$ cat src/common/pci_seq_defs.svh
// Constants of the PCI master read/write sequencer
// ============================================================================
`ifndef PCI_SEQ_DEFS_SVH
`define PCI_SEQ_DEFS_SVH
`define PSQ_FIFO_DEPTH 8
`define PSQ_FIFO_WIDTH 66
`define PSQ_CMD_WRITE_BIT 0
`define PSQ_IO_CMD_HI 3'h1
`define PSQ_CFG_CMD_HI 3'h5
`endif

$ cat src/common/pci_seq_pkg.sv
// Types of the PCI master read/write sequencer
package pci_seq_pkg;
  typedef enum logic [5:0] {
    ST_IDLE  = 6'h01,
    ST_REQ   = 6'h02,
    ST_ADACK = 6'h04,
    ST_ADDR  = 6'h08,
    ST_DATA  = 6'h10,
    ST_TURN  = 6'h20
  } seq_state_t;
endpackage : pci_seq_pkg

$ cat src/pci_master_seq.sv
// PCI master-mode transaction sequencer, local side to PCI bus
`timescale 1ns/1ps
`default_nettype none
`include "pci_seq_defs.svh"
module pci_master_seq
  import pci_seq_pkg::*;
#(
  parameter bit VAR_BYTE_EN = 1'b0,
  parameter int FIFO_DEPTH  = `PSQ_FIFO_DEPTH
) (
  // Clock and reset
  input  wire logic        ref_clk_i,
  input  wire logic        srst_i,
  // Local request and address
  input  wire logic        local_narrow_request_n_i,
  input  wire logic        local_wide_request_n_i,
  input  wire logic        local_final_word_n_i,
  input  wire logic [63:0] local_adr_i,
  input  wire logic [3:0]  local_cmd_i,
  input  wire logic [7:0]  local_byte_en_n_i,
  output logic             address_accepted_n_o,
  // Local data handshake
  input  wire logic        local_master_ready_n_i,
  input  wire logic [63:0] local_wdat_i,
  output logic             local_master_acknowledge_n_o,
  output logic             local_transfer_strobe_n_o,
  output logic             low_dword_ack_n_o,
  output logic             high_dword_ack_n_o,
  output logic [63:0]      local_rdat_o,
  // PCI arbitration
  output logic             pci_req_n_o,
  input  wire logic        pci_gnt_n_i,
  // PCI control, three signals each for FRAME# and IRDY#, two for REQ64#
  input  wire logic        pci_frame_n_i,
  output logic             pci_frame_n_o,
  output logic             pci_frame_oe_o,
  input  wire logic        pci_irdy_n_i,
  output logic             pci_irdy_n_o,
  output logic             pci_irdy_oe_o,
  output logic             pci_req64_n_o,
  output logic             pci_req64_oe_o,
  input  wire logic        pci_ack64_n_i,
  input  wire logic        pci_devsel_n_i,
  input  wire logic        pci_trdy_n_i,
  // PCI address/data and command/byte enables
  input  wire logic [63:0] pci_ad_i,
  output logic [63:0]      pci_ad_o,
  output logic             pci_ad_oe_o,
  output logic [7:0]       pci_cbe_n_o,
  output logic             pci_cbe_oe_o
);
  // ==========================================================================
  // State
  // ==========================================================================
  seq_state_t  state_q, state_d;
  logic        req_n_q, req_n_d, aack_n_q, aack_n_d;
  logic        frame_q, frame_d, frame_oe_q, frame_oe_d;
  logic        irdy_q, irdy_d, irdy_oe_q, irdy_oe_d;
  logic        r64_q, r64_d, r64_oe_q, r64_oe_d;
  logic [63:0] ad_q, ad_d;
  logic        ad_oe_q, ad_oe_d, cbe_oe_q, cbe_oe_d;
  logic [7:0]  cbe_q, cbe_d;
  logic        wide_q, wide_d, last_q, last_d;
  logic        rd_q, rd_d, half_q, half_d;
  logic        ack_n_q, ack_n_d, stb_n_q, stb_n_d;
  logic        lo_n_q, lo_n_d, hi_n_q, hi_n_d;
  logic [63:0] rdat_q, rdat_d;

  // FIFO between PCI read data and the local side
  logic                       f_in_valid, f_in_ready, f_out_valid, pop;
  logic [`PSQ_FIFO_WIDTH-1:0] f_in_data, f_out_data;

  logic xfer, go, w64, mis, final_now, word_done, io_cfg;

  // A completed PCI data phase: IRDY# and TRDY# both low, target claimed
  assign xfer = (state_q == ST_DATA) && !irdy_q && !pci_trdy_n_i
                && !pci_devsel_n_i;
  // Reads stall IRDY# while the FIFO is full so no word is ever lost
  assign go   = !local_master_ready_n_i && (!rd_q || f_in_ready);
  assign w64  = wide_q && !pci_ack64_n_i;
  assign mis  = wide_q && pci_ack64_n_i;
  // A wide local word on a narrow target needs its high half sent too
  assign word_done = !mis || half_q;
  assign final_now = (last_q || !local_final_word_n_i)
                     && (rd_q || word_done);
  assign io_cfg = (local_cmd_i[3:1] == `PSQ_IO_CMD_HI)
               || (local_cmd_i[3:1] == `PSQ_CFG_CMD_HI);

  // Mismatched reads carry one dword in bits 31..0 with a half tag
  assign f_in_valid = xfer && rd_q;
  assign f_in_data  = w64 ? {2'h3, pci_ad_i} :
                      mis ? {!half_q, half_q, 32'h0, pci_ad_i[31:0]} :
                            {2'h2, 32'h0, pci_ad_i[31:0]};
  assign pop = f_out_valid && !local_master_ready_n_i;

  word_fifo #(
    .WIDTH (`PSQ_FIFO_WIDTH),
    .DEPTH (FIFO_DEPTH)
  ) u_rd_fifo (
    .ref_clk_i   (ref_clk_i),
    .srst_i      (srst_i),
    .in_valid_i  (f_in_valid),
    .in_ready_o  (f_in_ready),
    .in_data_i   (f_in_data),
    .out_valid_o (f_out_valid),
    .out_ready_i (!local_master_ready_n_i),
    .out_data_o  (f_out_data)
  );

  // ==========================================================================
  // Sequencer
  // ==========================================================================
  always_comb begin
    state_d    = state_q;
    req_n_d    = req_n_q;
    aack_n_d   = 1'b1;
    frame_d    = frame_q;
    frame_oe_d = frame_oe_q;
    irdy_d     = irdy_q;
    irdy_oe_d  = irdy_oe_q;
    r64_d      = r64_q;
    r64_oe_d   = r64_oe_q;
    ad_d       = ad_q;
    ad_oe_d    = ad_oe_q;
    cbe_d      = cbe_q;
    cbe_oe_d   = cbe_oe_q;
    wide_d     = wide_q;
    last_d     = last_q;
    rd_d       = rd_q;
    half_d     = half_q;
    case (state_q)
      ST_IDLE: begin
        irdy_oe_d = 1'b0;
        half_d    = 1'b0;
        last_d    = 1'b0;
        // Old read data drains before a new transaction may start
        if (!f_out_valid && (!local_narrow_request_n_i
            || !local_wide_request_n_i)) begin
          wide_d  = !local_wide_request_n_i;
          last_d  = !local_final_word_n_i;
          req_n_d = 1'b0;
          state_d = ST_REQ;
        end
      end
      ST_REQ: begin
        last_d = last_q || !local_final_word_n_i;
        if (!pci_gnt_n_i && pci_frame_n_i && pci_irdy_n_i) begin
          aack_n_d = 1'b0;
          state_d  = ST_ADACK;
        end
      end
      ST_ADACK: begin
        // Address and command are valid on the local inputs now
        last_d     = last_q || !local_final_word_n_i;
        rd_d       = !local_cmd_i[`PSQ_CMD_WRITE_BIT];
        wide_d     = wide_q && !io_cfg;
        ad_d       = local_adr_i;
        ad_oe_d    = 1'b1;
        cbe_d      = {local_cmd_i, local_cmd_i};
        cbe_oe_d   = 1'b1;
        frame_d    = 1'b0;
        frame_oe_d = 1'b1;
        r64_d      = !(wide_q && !io_cfg);
        r64_oe_d   = 1'b1;
        irdy_d     = 1'b1;
        req_n_d    = 1'b1;
        state_d    = ST_ADDR;
      end
      ST_ADDR: begin
        last_d    = last_q || !local_final_word_n_i;
        cbe_d     = local_byte_en_n_i;
        irdy_oe_d = 1'b1;
        ad_oe_d   = !rd_q;
        // FRAME# rises only together with an IRDY# assertion, never alone
        state_d = ST_DATA;
      end
      ST_DATA: begin
        if (!local_final_word_n_i) begin
          last_d = 1'b1;
        end
        if (xfer && !rd_q && mis) begin
          half_d = !half_q;
        end else if (xfer && mis) begin
          half_d = !half_q;
        end
        if (xfer && frame_q) begin
          // Final phase done: drive IRDY# high one cycle, then release; FRAME#, REQ64#, AD and C/BE# release at once
          irdy_d     = 1'b1;
          frame_oe_d = 1'b0;
          r64_d      = 1'b1;
          r64_oe_d   = 1'b0;
          ad_oe_d    = 1'b0;
          cbe_oe_d   = 1'b0;
          state_d    = ST_TURN;
        end else begin
          irdy_d = !go;
          if (go && final_now) begin
            frame_d = 1'b1;
            r64_d   = 1'b1;
          end
          if (go && !rd_q) begin
            ad_d = w64 ? local_wdat_i :
                   (mis && (half_q ^ xfer)) ?
                   {32'h0, local_wdat_i[63:32]} :
                   {32'h0, local_wdat_i[31:0]};
          end
          if (go && VAR_BYTE_EN) begin
            cbe_d = local_byte_en_n_i;
          end
        end
      end
      ST_TURN: begin
        irdy_oe_d = 1'b0;
        frame_d   = 1'b1;
        state_d   = ST_IDLE;
      end
      default: begin
        state_d = ST_IDLE;
      end
    endcase
  end

  // ==========================================================================
  // Local answer side
  // ==========================================================================
  always_comb begin
    rdat_d  = rdat_q;
    ack_n_d = 1'b1;
    stb_n_d = 1'b1;
    lo_n_d  = lo_n_q;
    hi_n_d  = hi_n_q;
    if (rd_q) begin
      // Acknowledge follows FIFO content: a TRDY# wait empties it
      ack_n_d = !f_out_valid;
      stb_n_d = !pop;
      if (pop) begin
        rdat_d = f_out_data[63:0];
        lo_n_d = !f_out_data[65];
        hi_n_d = !f_out_data[64];
      end
    end else if (xfer && word_done) begin
      ack_n_d = 1'b0;
      stb_n_d = 1'b0;
    end
  end

  always_ff @(posedge ref_clk_i) begin
    if (srst_i) begin
      state_q    <= ST_IDLE;
      req_n_q    <= 1'b1;
      aack_n_q   <= 1'b1;
      frame_q    <= 1'b1;
      frame_oe_q <= 1'b0;
      irdy_q     <= 1'b1;
      irdy_oe_q  <= 1'b0;
      r64_q      <= 1'b1;
      r64_oe_q   <= 1'b0;
      ad_q       <= 64'h0;
      ad_oe_q    <= 1'b0;
      cbe_q      <= 8'hFF;
      cbe_oe_q   <= 1'b0;
      wide_q     <= 1'b0;
      last_q     <= 1'b0;
      rd_q       <= 1'b0;
      half_q     <= 1'b0;
      ack_n_q    <= 1'b1;
      stb_n_q    <= 1'b1;
      lo_n_q     <= 1'b1;
      hi_n_q     <= 1'b1;
      rdat_q     <= 64'h0;
    end else begin
      state_q    <= state_d;
      req_n_q    <= req_n_d;
      aack_n_q   <= aack_n_d;
      frame_q    <= frame_d;
      frame_oe_q <= frame_oe_d;
      irdy_q     <= irdy_d;
      irdy_oe_q  <= irdy_oe_d;
      r64_q      <= r64_d;
      r64_oe_q   <= r64_oe_d;
      ad_q       <= ad_d;
      ad_oe_q    <= ad_oe_d;
      cbe_q      <= cbe_d;
      cbe_oe_q   <= cbe_oe_d;
      wide_q     <= wide_d;
      last_q     <= last_d;
      rd_q       <= rd_d;
      half_q     <= half_d;
      ack_n_q    <= ack_n_d;
      stb_n_q    <= stb_n_d;
      lo_n_q     <= lo_n_d;
      hi_n_q     <= hi_n_d;
      rdat_q     <= rdat_d;
    end
  end

  assign address_accepted_n_o         = aack_n_q;
  assign local_master_acknowledge_n_o = ack_n_q;
  assign local_transfer_strobe_n_o    = stb_n_q;
  assign low_dword_ack_n_o            = lo_n_q;
  assign high_dword_ack_n_o           = hi_n_q;
  assign local_rdat_o                 = rdat_q;
  assign pci_req_n_o                  = req_n_q;
  assign pci_frame_n_o                = frame_q;
  assign pci_frame_oe_o               = frame_oe_q;
  assign pci_irdy_n_o                 = irdy_q;
  assign pci_irdy_oe_o                = irdy_oe_q;
  assign pci_req64_n_o                = r64_q;
  assign pci_req64_oe_o               = r64_oe_q;
  assign pci_ad_o                     = ad_q;
  assign pci_ad_oe_o                  = ad_oe_q;
  assign pci_cbe_n_o                  = cbe_q;
  assign pci_cbe_oe_o                 = cbe_oe_q;
endmodule : pci_master_seq
`default_nettype wire

$ cat src/word_fifo.sv
// Synchronous FIFO with valid/ready on both sides
`timescale 1ns/1ps
`default_nettype none
module word_fifo #(
  parameter int WIDTH = 66,
  parameter int DEPTH = 8
) (
  // Clock and reset
  input  wire logic             ref_clk_i,
  input  wire logic             srst_i,
  // Fill side
  input  wire logic             in_valid_i,
  output logic                  in_ready_o,
  input  wire logic [WIDTH-1:0] in_data_i,
  // Drain side
  output logic                  out_valid_o,
  input  wire logic             out_ready_i,
  output logic [WIDTH-1:0]      out_data_o
);
  localparam int AW = (DEPTH > 1) ? $clog2(DEPTH) : 1;

  if (DEPTH < 2 || (1 << AW) != DEPTH || WIDTH < 1) begin : g_chk
    $error("word_fifo: DEPTH must be a power of two >= 2");
  end

  logic [WIDTH-1:0] mem_q [DEPTH];
  logic [AW-1:0]    wr_q, wr_d, rd_q, rd_d;
  logic [AW:0]      cnt_q, cnt_d;
  logic             push, pop;

  assign in_ready_o  = (cnt_q != DEPTH[AW:0]);
  assign out_valid_o = (cnt_q != '0);
  assign out_data_o  = mem_q[rd_q];
  assign push        = in_valid_i && in_ready_o;
  assign pop         = out_valid_o && out_ready_i;

  always_comb begin
    wr_d  = push ? wr_q + 1'b1 : wr_q;
    rd_d  = pop ? rd_q + 1'b1 : rd_q;
    cnt_d = cnt_q + {{AW{1'b0}}, push} - {{AW{1'b0}}, pop};
  end

  always_ff @(posedge ref_clk_i) begin
    if (srst_i) begin
      wr_q  <= '0;
      rd_q  <= '0;
      cnt_q <= '0;
    end else begin
      wr_q  <= wr_d;
      rd_q  <= rd_d;
      cnt_q <= cnt_d;
    end
    if (push) begin
      mem_q[wr_q] <= in_data_i;
    end
  end
endmodule : word_fifo
`default_nettype wire
$ cat config.mk
export PLATFORM = sky130hd
export DESIGN_NAME = pci_master_seq
export DESIGN_NICKNAME = d
export VERILOG_FILES = /design/src/common/pci_seq_pkg.sv /design/src/pci_master_seq.sv /design/src/word_fifo.sv
export VERILOG_INCLUDE_DIRS = /design/src /design/src/common
export SDC_FILE = /design/constraint.sdc
export NUM_CORES = 1
export LEC_CHECK = 0
export BUFFER_PORTS_ARGS = -buffer_cell sky130_fd_sc_hd__buf_2
export CORE_MARGIN = 8
export CORE_UTILIZATION = 30
export DETAILED_ROUTE_END_ITERATION = 12
export GPL_TIMING_DRIVEN = 0
export PLACE_DENSITY_LB_ADDON = 0.12
export SETUP_SLACK_MARGIN = 0.05
export SLEW_MARGIN = 20
export SYNTH_ARGS = -nofsm -noshare
export SYNTH_HDL_FRONTEND = slang
export SYNTH_HIERARCHICAL = 1
export SYNTH_SLANG_ARGS = --single-unit
export TNS_END_PERCENT = 30
$ cat constraint.sdc
create_clock -name ref_clk_i -period 22.8 [get_ports ref_clk_i]
set_input_delay 3.42 -clock ref_clk_i [delete_from_list [all_inputs] [get_ports ref_clk_i]]
set_output_delay 3.42 -clock ref_clk_i [all_outputs]
set_load 0.1 [all_outputs]
---- Word level (Yosys, flattened, before mapping) ----
Memories as Yosys holds them, arrays and structs flattened. A register that Yosys moved wholly into a read port is not among the register bits.
Index checks and enable logic that the tools add are counted.
W data, S select, Z words.
cells by class
  add/subtract/negate cells ............... 4
  equality and inequality tests ........... 18
  muxes and demuxes ....................... 41
  bitwise logic cells ..................... 2
  reductions and logical operators ........ 70
operators by type and width
  cell                   count
  $mux W64               3
  $mux W66               2
  $pmux W64 S2           1
  $mux W32               1
  $pmux W6 S5            1
  $logic_and A1 B1 Y1    22
  $logic_not A1 Y1       20
  $mux W6                3
  $mux W1                17
  $pmux W8 S2            1
  $pmux W1 S2            7
  $reduce_and A2 Y1      7
  $reduce_bool A2 Y1     5
  $pmux W1 S3            3
  $reduce_and A3 Y1      3
  $reduce_bool A3 Y1     3
  $ne A2 B2 Y1 const B   4
  $add A3 B1 Y3 const B  2
  $eq A6 B1 Y1 const B   1
  $eq A6 B2 Y1 const B   1
  $eq A6 B3 Y1 const B   1
  $eq A6 B4 Y1 const B   1
  $eq A6 B5 Y1 const B   1
  $eq A6 B6 Y1 const B   1
  other kinds (14)       24
word-level totals
  bits in registers ....................... 168
  RAM bits ................................ 528
  input bits .............................. 216
  output and inout port bits .............. 150
  word-level logic and storage cells ...... 159
  memories kept ........................... 1
memory list
  name             words  width  read ports  clocked after Yosys merged registers in  write ports  RTL line         source
  u_rd_fifo.mem_q  8      66     1           1                                        1            word_fifo.sv:26  logic [WIDTH-1:0] mem_q [DEPTH];

---- Logic depth before layout (Yosys ltp) ----
  word-level depth ........................ 11
  mapped depth ............................ 13
  gate-level depth less buffers ........... 9

---- Hierarchy ----
The synthesis kept the hierarchy.
by module, submodules not included
  module          times used  cells each  area an instance (sq um)  seq. area each (sq um)
  word_fifo       1           843         20509.7                   16115.5
  pci_master_seq  1           944         7410.9                    3163.0

---- Worst setup path before layout ----
Ideal clock, no wire load.
  path type ............................... input to register
  start point ............................. input pci_trdy_n_i
  end point ............................... memory u_rd_fifo.mem_q[0][0] (enable)
  setup time .............................. 653 ps
  data arrival time ....................... 10330 ps
  data required time ...................... 22147 ps
  setup slack ............................. 11817 ps
  cell stages on the path ................. 4
  path buffers ............................ 0
  path through ............................ nor3_1 and3_1 nand2_1 nor4_1
on the way
  cells in the longest elaborated chain, start to end .. 7
RTL lines
  item                           RTL line              source
  start, declared                pci_master_seq.sv:44  input wire logic pci_trdy_n_i,
  $logic_not A1 Y1               pci_master_seq.sv:76  assign xfer = (state_q == ST_DATA) && !irdy_q && !pci_trdy_n_i
  $logic_and A1 B1 Y1            pci_master_seq.sv:76
  $logic_and A1 B1 Y1            pci_master_seq.sv:77  && !pci_devsel_n_i;
  $logic_and A1 B1 Y1            pci_master_seq.sv:90  assign f_in_valid = xfer && rd_q;
  net f_in_valid                 pci_master_seq.sv:70  logic f_in_valid, f_in_ready, f_out_valid, pop;
  $logic_and A1 B1 Y1            word_fifo.sv:34       assign push = in_valid_i && in_ready_o;
  $mux W1                        word_fifo.sv:53       if (push) begin
  $mux W1 (implied by the code)  word_fifo.sv:54       mem_q[wr_q] <= in_data_i;
  end, declared                  word_fifo.sv:26
The timed path passes the listed nets, and every way through them passes these cells.

---- Worst setup path in the final report ----
  start point ............................. input pci_trdy_n_i
  end point ............................... memory u_rd_fifo.mem_q[0][21] (enable)
The elaborated chain is that of the path after synthesis.

==> flow_metrics.py <==
metrics = {
    "final_layout": {
        "drive_gt1_frac": 0.343,
        "seq_area_mm2": 0.0193,
        "fillerInstances": 8947,
        "nets": 2531,
        "multi_input_area_mm2": 0.00796,
        "postLayoutCoreUtil": 0.374,
        "synthToLayoutAreaGrowth_pct": 24.3,
    },
    "synth": {
        "syn_area_mm2": 0.0279,
        "synth_top_area_share": 0.568,
        "synth_top_family_by_area": "multiplexers",
        "ys_top_cells_by_area": "edfxtp_1, dfxtp_1, mux4_2, mux2_2, nand2_1",
        "synth_top_area_cell": "edfxtp_1",
        "synth_xor_area_frac": 0.000941,
        "synthAdderAreaFrac": 0.00385,
        "avgSynthCellArea_um2": 15.6,
        "synthMuxAreaShare": 0.136,
        "synth.cells.most_frequent": "edfxtp_1, nand2_1, dfxtp_1",
        "synth_warnings": 6,
        "yosysSeqAreaShare": 0.690,
        "synth_cell_types": 55,
        "synth_simple_gate_area_frac": 0.0824,
        "synth.most_common_cell": "edfxtp_1",
        "synth_ff_type": "edfxtp_1",
        "ys_ff_latch": 699,
        "syn-num-nets": 2011,
        "syn_inst": 1787,
        "synth_compound_area_frac": 0.0605,
        "synth_edf_count": 528,
        "async_flop_share": 0,
    },
    "sta": {
        "fin_crit_sh": 0.258,
        "drv_slew": 0,
        "rsz0062_at_grt": "no",
        "hold_violations": 0,
        "relSlewSlack": 0.241,
        "setup_tns_ns": 0,
        "setup_slack_ns": 16.91,
        "fin_skew_ns": 0.0308,
        "finalCriticalPeriod_ns": 5.89,
        "tightest_slew_ns": 1.14,
        "clock.fmax_mhz": 170,
        "setup_viol": 0,
    },
    "route": {
        "drt_iter0_markers": 1272,
        "drcViolationCount": 0,
        "drt_wl_total_um": 89500,
        "avgViaCountPerCell": 4.91,
        "post_drt_wl_per_cell_um": 24.6,
        "detail-route-antenna-nets": 0,
        "vias": 17800,
        "first_pass_iters": 6,
    },
    "worst_setup_path": {
        "criticalPathCategory": "in2reg",
        "cpLargestDelayFamily": "simple AND/OR/NAND/NOR gates",
        "r2r-start": "state_q[2]",
        "reg2reg_to": "u_rd_fifo/mem_q[0][21]",
        "start_kind": "primary input",
        "crit_required_ns": 23.13,
        "crit_start": "pci_trdy_n_i",
        "cp.arrival_ns": 6.22,
        "end_kind": "flop",
        "reg2reg_slack_ns": 18.45,
        "crit_chain": "buf_2, nor3_1, and3_1, nand2_1, nor4_2, buf_4, buf_2, buf_4, buf_4, buf_2, buf_4",
        "rr_worst_depth": 15,
        "cp_slowest_cell": "nor3_1",
        "crit_top_cell": "buf_4",
        "crit_buf_inv": 7,
        "critPathMaxStageDelay_ns": 0.46,
        "worstPathMaxFanout": 6,
    },
    "cts": {
        "htreeDepth": 3,
        "cts.sinks": 699,
        "cts_tree": "built",
        "numCtsBuffers": 79,
        "clk_latency_ns": 0.63,
        "post_cts_resized": 0,
        "hold_buffers": 0,
        "root_buffer": "clkbuf_16",
        "path_clk_slew_ns": 0.05,
        "cts_buffer_depth": 3,
        "post_cts_buffers": 0,
    },
    "power_and_ir_drop": {
        "ir_worst_vdd_mv": 0.0541,
        "powerDensity_mw_per_mm2": 86.5,
        "p_leak_nw": 11.9,
    },
    "floorplan": {
        "coreArea_mm2": 0.0928,
        "start_util": 0.301,
        "io_pins": 366,
        "fp.dieW_um": 321,
        "num_rows": 112,
        "fp.dieH_um": 321,
        "dieArea_mm2": 0.103,
    },
    "global_route": {
        "grt_remaining_overflow": 0,
        "track_usage": 0.170,
        "grt_pass1_vias": 18600,
        "grt_antenna_before_repair": 14,
        "grt_pass1_wl_um": 129000,
        "grt_max_degree": 19,
    },
    "outcome": {
        "status": "complete, no violations",
    },
    "placed_design": {
        "numPortBuffers": 364,
        "gp_congestion": 0.873,
        "place_ws_ns": 16.22,
        "hpwl_um": 65400,
    },
    "min_path": {
        "min_path_type": "reg2reg",
        "holdPathStages": 2,
        "hp-start": "local_rdat_o[63]",
        "min_to": "local_rdat_o[63]",
    },
    "flow_run": {
        "cap_viol_max_count": 0,
    },
}
[state kept, by name (all words and copies together), names as in the netlist, 3 cells and up, named ones only]
name,cells
pci_cbe_n_o,8
local_rdat_o,64
u_rd_fifo/cnt_q,4
state_q,6
pci_ad_o,64
u_rd_fifo/rd_q,3
u_rd_fifo/wr_q,3
u_rd_fifo/mem_q,528
[placed cells by master (no fill, tap or decap), drive strengths merged, types with 44 or more instances in the layout]
master / netlist / layout
edfxtp: 528 / 528
buf: 49 / 488
clkbuf: 95 / 204
nand2: 173 / 173
dfxtp: 171 / 171
mux4: 132 / 132
a21oi: 108 / 108
nand3: 73 / 73
mux2: 69 / 69
nor2: 56 / 56
nor3: 44 / 44
[routing by layer]
metal	GRT usage	vias up	routed length [um]	share of wire
met4	0.0573	6	2420	0.027
met3	0.0352	123	5370	0.060
met5	0	-	38	0.00042
met1	0.216	9112	37400	0.42
met2	0.287	530	44300	0.49
li1	-	8054	-	-
[worst max path at each step]
stage / to / slack [ns] / depth (start not counted)
2_1_floorplan: u_rd_fifo/mem_q[0][0] / 11.82 / 4
3_3_place_gp: u_rd_fifo/mem_q[0][23] / 3.33 / 5
3_5_place_dp: u_rd_fifo/mem_q[0][22] / 16.22 / 11
4_1_cts: u_rd_fifo/mem_q[0][21] / 16.88 / 11
5_1_grt: u_rd_fifo/mem_q[0][21] / 16.75 / 11
6_report: u_rd_fifo/mem_q[0][21] / 16.91 / 11
[report_power, final]
group / internal [mW] / total, mW / switching (mW)
logic: 0.169 / 0.372 / 0.203
clock network: 0.735 / 1.24 / 0.509
registers: 1.38 / 1.39 / 0.00663
[area by class of cell]
class                   instances  share of cell area
clock buffers                 109              0.0614
repair buffers                439              0.0757
clock inverters                35              0.0109
well taps                    1254              0.0452
plain buffers                 144              0.0196
inverters                      14             0.00151
diodes                         10            0.000721
flip-flops and latches        699               0.556
multi-input cells             930               0.229
[per-stage QoR]
step | instances | area, um^2 | hold slack (ns) | total power, mW
2_1_floorplan | 1787 | 27900 | 0.476 | 1.67
3_3_place_gp | 3405 | 31300 | 0.444 | 1.79
3_5_place_dp | 3480 | 32200 | 0.445 | 1.79
4_1_cts | 3624 | 34700 | 0.453 | 3.05
5_1_grt | 3630 | 34700 | 0.472 | 3.13
6_report | 3634 | 34700 | 0.452 | 3.00
[worst reg2reg max path: cells and delay by family (launching register included)]
| kind | cells | cell delay (ns) |
|---|---|---|
| buffers and inverters | 10 | 2.16 |
| DFF | 1 | 0.30 |
| and+or+nand+nor | 5 | 1.58 |
[logic make-up after synthesis]
kind of cell,Yosys count
AO/OA/AOI/OAI,251
XOR/XNOR,3
adder cells (fa/ha/maj),8
buffers and inverters,158
flip-flops,699
multiplexers,205
AND/OR/NAND/NOR,463
Note: power is estimated with default switching activity, not from simulation.
